### config.mk
export PLATFORM = sky130hd
export DESIGN_NAME = icc_top
export DESIGN_NICKNAME = d
export VERILOG_FILES = /design/src/icc_pkg.sv /design/src/icc_channel.sv /design/src/icc_top.sv
export SDC_FILE = /design/constraint.sdc
export NUM_CORES = 1
export LEC_CHECK = 0
export ABC_CLOCK_PERIOD_IN_PS = 2500
export BUFFER_PORTS_ARGS = -buffer_cell sky130_fd_sc_hd__buf_4
export CORE_MARGIN = 5
export CORE_UTILIZATION = 53
export CTS_CLUSTER_SIZE = 24
export DETAILED_ROUTE_END_ITERATION = 10
export PLACE_DENSITY = 0.75
export SETUP_SLACK_MARGIN = 0.4
export SLEW_MARGIN = 20
export SYNTH_ARGS = -nofsm -noshare
export SYNTH_HDL_FRONTEND = slang
export SYNTH_SLANG_ARGS = --single-unit
### constraint.sdc
create_clock -name clk -period 2.5 [get_ports clk]
set_clock_uncertainty 0.15 [all_clocks]
set_input_delay 0 -clock clk [delete_from_list [all_inputs] [get_ports clk]]
set_output_delay 0 -clock clk [all_outputs]
set_load 0.05 [all_outputs]
### src/icc_pkg.sv
// Package of register map, field layout and timing constants for capture
`default_nettype none
package icc_pkg;
  localparam int          NUM_CH       = 2;
  localparam int          FIFO_DEPTH   = 4;
  localparam int          CNT_W        = 16;
  // Byte offsets, one aligned word each
  localparam logic [5:0]  OFS_CTRL0    = 6'h00;
  localparam logic [5:0]  OFS_CTRL1    = 6'h04;
  localparam logic [5:0]  OFS_BUF0     = 6'h08;
  localparam logic [5:0]  OFS_BUF1     = 6'h0c;
  localparam logic [5:0]  OFS_IRQ_STAT = 6'h10;
  localparam logic [5:0]  OFS_IRQ_MASK = 6'h14;
  // Control register field positions
  localparam int          BIT_IDLE_STOP = 13;
  localparam int          BIT_TIME_SEL  = 7;
  localparam int          POS_CPI       = 5;
  localparam int          BIT_OVF       = 4;
  localparam int          BIT_BNE       = 3;
  localparam int          POS_MODE      = 0;
  localparam logic [15:0] CTRL_WMASK    = 16'h20e7;
  localparam logic [15:0] CTRL_RESET    = 16'h0000;
  // Mode codes
  localparam logic [2:0]  MODE_OFF      = 3'h0;
  localparam logic [2:0]  MODE_EVERY    = 3'h1;
  localparam logic [2:0]  MODE_FALL     = 3'h2;
  localparam logic [2:0]  MODE_RISE     = 3'h3;
  localparam logic [2:0]  MODE_RISE4    = 3'h4;
  localparam logic [2:0]  MODE_RISE16   = 3'h5;
  localparam logic [2:0]  MODE_UNUSED   = 3'h6;
  localparam logic [2:0]  MODE_WAKE     = 3'h7;
  localparam logic [3:0]  PRESC_4_LAST  = 4'h3;
  localparam logic [3:0]  PRESC_16_LAST = 4'hf;
  // Status bit layout: [1:0] capture interrupt, [3:2] wake
  localparam int          STAT_W        = 4;
  localparam logic [3:0]  STAT_RESET    = 4'h0;
  localparam logic [1:0]  WAIT_STATES   = 2'h1;
endpackage : icc_pkg
`default_nettype wire

### src/icc_channel.sv
// One capture channel: edge detect, prescaler, four-deep FIFO, irq count
`timescale 1ns/10ps
`default_nettype none
module icc_channel (
  input  wire logic        clk,
  input  wire logic        reset,
  input  wire logic        pin_sync,
  input  wire logic [15:0] ctrl,
  input  wire logic [15:0] type_b_timer_count,
  input  wire logic [15:0] type_c_timer_count,
  input  wire logic        idle_mode,
  input  wire logic        sleep_mode,
  input  wire logic        pop,
  output logic [15:0]      head_value,
  output logic             buffer_not_empty_flag,
  output logic             capture_overflow_flag,
  output logic             capture_irq,
  output logic             wake_event
);
  typedef struct packed {
    logic        pin_prev;
    logic [3:0]  presc;
    logic [1:0]  irq_cnt;
    logic [1:0]  rd_ptr;
    logic [1:0]  wr_ptr;
    logic [2:0]  level;
    logic        ovf;
    logic [63:0] mem;
  } icc_ch_state_t;

  icc_ch_state_t st_ff;
  icc_ch_state_t nxt_st;

  logic [2:0] mode;
  logic [1:0] cpi;
  logic       halted;
  logic       rise;
  logic       fall;
  logic       cap;
  logic [15:0] stamp;

  assign mode   = ctrl[icc_pkg::POS_MODE +: 3];
  assign cpi    = ctrl[icc_pkg::POS_CPI +: 2];
  assign halted = idle_mode & ctrl[icc_pkg::BIT_IDLE_STOP];
  assign rise   = pin_sync & ~st_ff.pin_prev;
  assign fall   = ~pin_sync & st_ff.pin_prev;
  assign stamp  = ctrl[icc_pkg::BIT_TIME_SEL] ? type_b_timer_count
                                              : type_c_timer_count;

  always_comb begin
    nxt_st          = st_ff;
    nxt_st.pin_prev = pin_sync;
    cap             = 1'b0;
    capture_irq     = 1'b0;
    // wake-only mode, wake from sleep or idle
    wake_event = (mode == icc_pkg::MODE_WAKE) & rise
                 & (sleep_mode | idle_mode);
    if (!halted) begin
      case (mode)
        icc_pkg::MODE_EVERY: cap = rise | fall;
        icc_pkg::MODE_FALL:  cap = fall;
        icc_pkg::MODE_RISE:  cap = rise;
        icc_pkg::MODE_RISE4, icc_pkg::MODE_RISE16: begin
          if (rise) begin
            if (st_ff.presc == ((mode == icc_pkg::MODE_RISE4)
                ? icc_pkg::PRESC_4_LAST : icc_pkg::PRESC_16_LAST)) begin
              cap          = 1'b1;
              nxt_st.presc = 4'h0;
            end else begin
              nxt_st.presc = st_ff.presc + 4'h1;
            end
          end
        end
        default: cap = 1'b0;
      endcase
    end
    if (mode < icc_pkg::MODE_RISE4 || mode > icc_pkg::MODE_RISE16) begin
      nxt_st.presc = 4'h0;
    end
    if (mode == icc_pkg::MODE_OFF || mode == icc_pkg::MODE_UNUSED) begin
      nxt_st.irq_cnt = 2'h0;
    end
    if (pop && st_ff.level != 3'h0) begin
      nxt_st.rd_ptr = st_ff.rd_ptr + 2'h1;
      nxt_st.level  = nxt_st.level - 3'h1;
    end
    if (cap) begin
      if (st_ff.level == 3'(icc_pkg::FIFO_DEPTH)) begin
        nxt_st.ovf = 1'b1;
      end else begin
        nxt_st.mem[st_ff.wr_ptr*16 +: 16] = stamp;
        nxt_st.wr_ptr = st_ff.wr_ptr + 2'h1;
        nxt_st.level  = nxt_st.level + 3'h1;
      end
      if (mode == icc_pkg::MODE_EVERY) begin
        capture_irq = 1'b1;
      end else if (st_ff.irq_cnt == cpi) begin
        capture_irq    = 1'b1;
        nxt_st.irq_cnt = 2'h0;
      end else begin
        nxt_st.irq_cnt = st_ff.irq_cnt + 2'h1;
      end
    end
    if (nxt_st.level == 3'h0 && !cap) begin
      nxt_st.ovf = 1'b0;
    end
  end

  always_ff @(posedge clk) begin
    if (reset) begin
      st_ff <= '0;
    end else begin
      st_ff <= nxt_st;
    end
  end

  assign head_value            = st_ff.mem[st_ff.rd_ptr*16 +: 16];
  assign buffer_not_empty_flag = (st_ff.level != 3'h0);
  assign capture_overflow_flag = st_ff.ovf;
endmodule : icc_channel
`default_nettype wire

### src/icc_top.sv
// Two-channel input capture block with Avalon-MM register slave
//
// Functional notes
// - Capture latches selected 16-bit timer count
// - Two independent channels, own pin, buffer
// - Select bit one picks type B timer
// - Modes 011 rise, 010 fall, 001 both
// - Modes 100 and 101 every 4th/16th rise
// - Codes 000 and 110 disable the channel
// - Mode 111 rising-edge wake interrupt only
// - Four-entry FIFO keeps arrival order
// - Interrupt after one to four captures
// - Every-edge mode interrupts on each capture
// - Overflow flag read-only, hardware set/clear
// - Not-empty flag tracks unread entries
// - Idle-stop bit halts channel in idle
// - Pin edge wakes from sleep and idle
//
// The address map and the Avalon-MM register port were left to the implementer.
`timescale 1ns/10ps
`default_nettype none
module icc_top (
  input  wire logic        clk,
  input  wire logic        reset,
  input  wire logic [1:0]  capture_input_pin,
  input  wire logic [15:0] type_b_timer_count,
  input  wire logic [15:0] type_c_timer_count,
  input  wire logic        idle_mode,
  input  wire logic        sleep_mode,
  input  wire logic [5:0]  avs_address,
  input  wire logic        avs_read,
  input  wire logic        avs_write,
  input  wire logic [31:0] avs_writedata,
  input  wire logic [3:0]  avs_byteenable,
  output logic [31:0]      avs_readdata,
  output logic             avs_waitrequest,
  output logic [1:0]       avs_response,
  output logic             irq,
  output logic             wake_request
);
  typedef struct packed {
    logic [1:0]  sync1;
    logic [1:0]  sync2;
    logic [15:0] ctrl0;
    logic [15:0] ctrl1;
    logic [3:0]  stat;
    logic [3:0]  mask;
    logic [1:0]  wait_cnt;
    logic        wait_rq;
    logic [31:0] rdata;
    logic [1:0]  resp;
    logic        irq;
    logic        wake;
    logic        waitreq;
  } icc_top_state_t;

  icc_top_state_t st_ff;
  icc_top_state_t nxt_st;

  logic [1:0]  pop;
  logic [15:0] head [2];
  logic [1:0]  bne;
  logic [1:0]  ovf;
  logic [1:0]  cap_irq;
  logic [1:0]  wake_ev;
  logic        access;
  logic        done;

  function automatic logic [15:0] ctrl_view(input logic [15:0] c,
                                            input logic o,
                                            input logic b);
    logic [15:0] v;
    v = c & icc_pkg::CTRL_WMASK;
    v[icc_pkg::BIT_OVF] = o;
    v[icc_pkg::BIT_BNE] = b;
    return v;
  endfunction : ctrl_view

  function automatic logic [15:0] ctrl_write(input logic [15:0] c,
                                             input logic [31:0] d,
                                             input logic [3:0] be);
    logic [15:0] v;
    v = c;
    if (be[0]) v[7:0] = d[7:0];
    if (be[1]) v[15:8] = d[15:8];
    return v & icc_pkg::CTRL_WMASK;
  endfunction : ctrl_write

  ////////////////////////////////////////////////////////////////////////////
  // Channels
  // two independent channels
  icc_channel u_ch0 (
    .clk                   (clk),
    .reset                 (reset),
    .pin_sync              (st_ff.sync2[0]),
    .ctrl                  (st_ff.ctrl0),
    .type_b_timer_count    (type_b_timer_count),
    .type_c_timer_count    (type_c_timer_count),
    .idle_mode             (idle_mode),
    .sleep_mode            (sleep_mode),
    .pop                   (pop[0]),
    .head_value            (head[0]),
    .buffer_not_empty_flag (bne[0]),
    .capture_overflow_flag (ovf[0]),
    .capture_irq           (cap_irq[0]),
    .wake_event            (wake_ev[0])
  );

  icc_channel u_ch1 (
    .clk                   (clk),
    .reset                 (reset),
    .pin_sync              (st_ff.sync2[1]),
    .ctrl                  (st_ff.ctrl1),
    .type_b_timer_count    (type_b_timer_count),
    .type_c_timer_count    (type_c_timer_count),
    .idle_mode             (idle_mode),
    .sleep_mode            (sleep_mode),
    .pop                   (pop[1]),
    .head_value            (head[1]),
    .buffer_not_empty_flag (bne[1]),
    .capture_overflow_flag (ovf[1]),
    .capture_irq           (cap_irq[1]),
    .wake_event            (wake_ev[1])
  );

  ////////////////////////////////////////////////////////////////////////////
  // Bus slave and status
  // Answer comes after a fixed wait so read data is registered in time
  assign access = (avs_read | avs_write) & ~st_ff.wait_rq;
  assign done   = (avs_read | avs_write) & st_ff.wait_rq
                  & (st_ff.wait_cnt == icc_pkg::WAIT_STATES);
  assign pop[0] = done & avs_read & (avs_address == icc_pkg::OFS_BUF0);
  assign pop[1] = done & avs_read & (avs_address == icc_pkg::OFS_BUF1);

  always_comb begin
    nxt_st       = st_ff;
    nxt_st.sync1 = capture_input_pin;
    nxt_st.sync2 = st_ff.sync1;
    if (access) begin
      nxt_st.wait_rq  = 1'b1;
      nxt_st.wait_cnt = 2'h0;
      nxt_st.resp     = 2'h0;
      nxt_st.rdata    = 32'h0000_0000;
      case (avs_address)
        icc_pkg::OFS_CTRL0:
          nxt_st.rdata = {16'h0000, ctrl_view(st_ff.ctrl0, ovf[0], bne[0])};
        icc_pkg::OFS_CTRL1:
          nxt_st.rdata = {16'h0000, ctrl_view(st_ff.ctrl1, ovf[1], bne[1])};
        icc_pkg::OFS_BUF0:     nxt_st.rdata = {16'h0000, head[0]};
        icc_pkg::OFS_BUF1:     nxt_st.rdata = {16'h0000, head[1]};
        icc_pkg::OFS_IRQ_STAT: nxt_st.rdata = {28'h0000000, st_ff.stat};
        icc_pkg::OFS_IRQ_MASK: nxt_st.rdata = {28'h0000000, st_ff.mask};
        // Unmapped: slave error, read zero
        default:               nxt_st.resp  = 2'h2;
      endcase
    end else if (st_ff.wait_rq && !done) begin
      nxt_st.wait_cnt = st_ff.wait_cnt + 2'h1;
    end
    if (done) begin
      nxt_st.wait_rq = 1'b0;
      if (avs_write) begin
        case (avs_address)
          icc_pkg::OFS_CTRL0:
            nxt_st.ctrl0 = ctrl_write(st_ff.ctrl0, avs_writedata,
                                      avs_byteenable);
          icc_pkg::OFS_CTRL1:
            nxt_st.ctrl1 = ctrl_write(st_ff.ctrl1, avs_writedata,
                                      avs_byteenable);
          icc_pkg::OFS_IRQ_STAT:
            if (avs_byteenable[0]) begin
              nxt_st.stat = st_ff.stat & ~avs_writedata[3:0];
            end
          icc_pkg::OFS_IRQ_MASK:
            if (avs_byteenable[0]) begin
              nxt_st.mask = avs_writedata[3:0];
            end
          default: nxt_st.mask = nxt_st.mask;
        endcase
      end
    end
    // Set wins over a clear in the same cycle
    nxt_st.stat = nxt_st.stat | {wake_ev, cap_irq};
    nxt_st.irq  = |(nxt_st.stat & nxt_st.mask);
    // wake request leaves as a registered pulse
    nxt_st.wake = |wake_ev;
    // Registered so the bus sees waitrequest straight from a flop
    nxt_st.waitreq = ~(nxt_st.wait_rq
                       & (nxt_st.wait_cnt == icc_pkg::WAIT_STATES));
  end

  always_ff @(posedge clk) begin
    if (reset) begin
      st_ff       <= '0;
      st_ff.ctrl0 <= icc_pkg::CTRL_RESET;
      st_ff.ctrl1 <= icc_pkg::CTRL_RESET;
      st_ff.stat  <= icc_pkg::STAT_RESET;
      st_ff.mask  <= icc_pkg::STAT_RESET;
      st_ff.waitreq <= 1'b1;
    end else begin
      st_ff <= nxt_st;
    end
  end

  assign avs_readdata    = st_ff.rdata;
  assign avs_waitrequest = st_ff.waitreq;
  assign avs_response    = st_ff.resp;
  assign irq             = st_ff.irq;
  assign wake_request    = st_ff.wake;
endmodule : icc_top
`default_nettype wire

==> reports/results.ini <==
[status]
status=complete, no violations

[sta]
post-route-min-period_ns=2.442
rsz0062_at_grt=true
fin_hold_ws_ns=0.009722
finalHoldViolCount=0
drv_slew=0
finalCritPeriodShare_pct=97.69
worst-slew-pin-transition_ns=0.6983
slew_headroom_pct=53.33
setup_viol=0
fmax_ghz=0.4095
fin_ws_ns=0.05777

[setup_path]
cp-start-kind=flop
ff2ff_path_depth=8
crit_family=compound AO/OA/AOI/OAI gates
cp-startpoint=u_ch0.st_ff[78]$_SDFF_PP0_
max_stage_delay_ns=0.60
r2r-start=u_ch0.st_ff[78]$_SDFF_PP0_
critPathArrivalTime_ns=2.71
crit_path_end_kind=flop
crit_fanout=7
path_buf_inv=2
path_depth=8
worstPathRequired_ns=2.77
cp_slowest_cell=a2111o_2
path_cells=inv_2 -> ha_4 -> or2_4 -> a311o_2 -> a2111o_2 -> buf_6 -> nand3_2 -> o21ai_2
path_class=reg -> reg

[grt]
grt_max_degree=47
track_usage_pct=27.96
grt_pass1_vias=9461
grt_pass1_wl_um=50330
antenna_found_initial=1
grt_overflow=0

[logic_synthesis]
avgSynthCellArea_um2=9.143
seq_area_frac_synth_pct=39.45
synth_top_area_share_pct=39.45
synth-edff-count=0
netlist_top_cells_area=dfxtp_1, mux2i_1, nand2_1
synth-seq-cells=207
yosysTopAreaCell=dfxtp_1
yosys_warnings=0
synthDistinctLibCells=67
synth_flop_cell=dfxtp_1
async_flop_share_pct=0
synth_area_um2=10510
netlist_instances=1149

[final_layout]
nFillCells=1235
drive_gt1_share_pct=33.36
diodes=0
areaGrowthSynthToFinish_pct=38.80
nets=1440
multiInputGateArea_um2=6664
post-route-util_pct=74.92
layout_commonest_cell=nand2_1
fin_cells=1617
mostFrequentLayoutCells=nand2_1, dfxtp_1, buf_4
seq_area_um2=4160
design_area_um2=14580

[floorplanning]
initial_core_util_pct=53.98
die_height_um=150.8
die_w_um=150.8
num_rows=51
io_pins=119
die_area_um2=22740
core_area_um2=19460

[cts]
clockBufferDepth=3
cts_tree=built
numCtsBuffers=23
clkSinkCount=207
clock_latency_ns=0.53
h-tree-depth=1
path_clk_slew_ns=0.06
cts-root-buf=clkbuf_16

[min_path]
hold_path_class=in -> reg
worstHoldStart=avs_address[5]
min_path_cells=6

[placement]
place_area_um2=11780
dp.cells=1451
portBuffers=75
gp_congestion=0.8911
hpwl_um=19230
dp_worst_setup_slack_ns=-0.04188

[detailed_routing]
wl_um=34260
drtIter0Drc=746
dr.pass1.iters=6
ant_nets=0
drc=0
vias=9718
viasPerCell=6.010
wl_per_cell_um=21.19

[power]
peakVddDrop_mv=0.5369
power_density_nw_per_um2=518.7
p_leak_nw=5.714

[run]
max_cap_viol_count=0

==> Yosys cell counts (9+ instances only) <==
master       n
a21oi_1     25
nor3_1      14
clkbuf_1    55
mux2_2      34
buf_1       10
inv_1       42
mux4_2      32
o2bb2ai_1   16
o21ai_0     61
o211a_1      9
mux2i_1     97
nand3_1     61
nor2_1      68
dfxtp_1    207
nand2_1    205
a221oi_1    12
ha_1        23
buf_4       35
==> stage by stage <==
| step | power [W] | TNS, ns |
|---|---|---|
| global placement | 0.003999 | 0 |
| CTS | 0.007526 | 0 |
| floorplan | 0.003829 | 0 |
| detailed placement | 0.004004 | -0.04188 |
| global route | 0.007751 | 0 |
| finish | 0.007564 | 0 |
==> timing repair <==
action / in CTS / in global routing
endpoints found under the setup margin: 149 / 169
hold buffers: 79 / 3
pin swaps: 21 / 49
endpoints found under the hold margin: 185 / 1
setup buffers: 27 / 9
resized for setup: 43 / 95
gates cloned: 4 / 3
==> power by group <==
part	switching, W	total [W]	internal, W
Sequential	0.0000220	0.00335	0.00333
Clock	0.00144	0.00346	0.00203
Combinational	0.000468	0.000749	0.000281
Total	0.00193	0.00756	0.00563
==> routing by layer <==
layer	share of wire, %	up-vias	track usage [%]
met3	7.3	104	4.698
met2	49	473	47.44
li1	-	4413	-
met4	4.7	2	11.65
met1	39	4726	35.34
met5	0.032	-	0
==> worst paths after layout <==
kind                                  end  slack, ns
max                                  flop       0.06
min reg2reg                          flop       0.31
min          avs_readdata[6]$_SDFFE_PP0P_       0.01
max reg2reg                          flop       0.06
==> area by class of cell <==
cell class / count / area share [%]
multi-input cells: 807 / 45.70
inverters: 42 / 1.098
flip-flops and latches: 207 / 28.53
clock inverters: 9 / 0.6693
well taps: 265 / 2.274
clock buffers: 33 / 4.685
repair buffers: 254 / 17.04
==> cells by family after synthesis <==
logic type,count (synthesis),synth area share [%]
buffers and inverters,151,6.813
other,1,0.03570
adders and majority gates,23,2.739
muxes,163,19.75
and+or+nand+nor,417,18.45
AOI/OAI and AO/OA,172,11.37
xor gates and xnor gates,15,1.394
DFF,207,39.45
==> worst reg2reg max path, cell delays in order, from the launching register on <==
cell and delay (ns):
dfxtp_2 0.34, inv_2 0.04, ha_4 0.22, or2_4 0.21
a311o_2 0.44, a2111o_2 0.60, buf_6 0.21, nand3_2 0.07
o21ai_2 0.06
(Power assumes the default switching activity.)
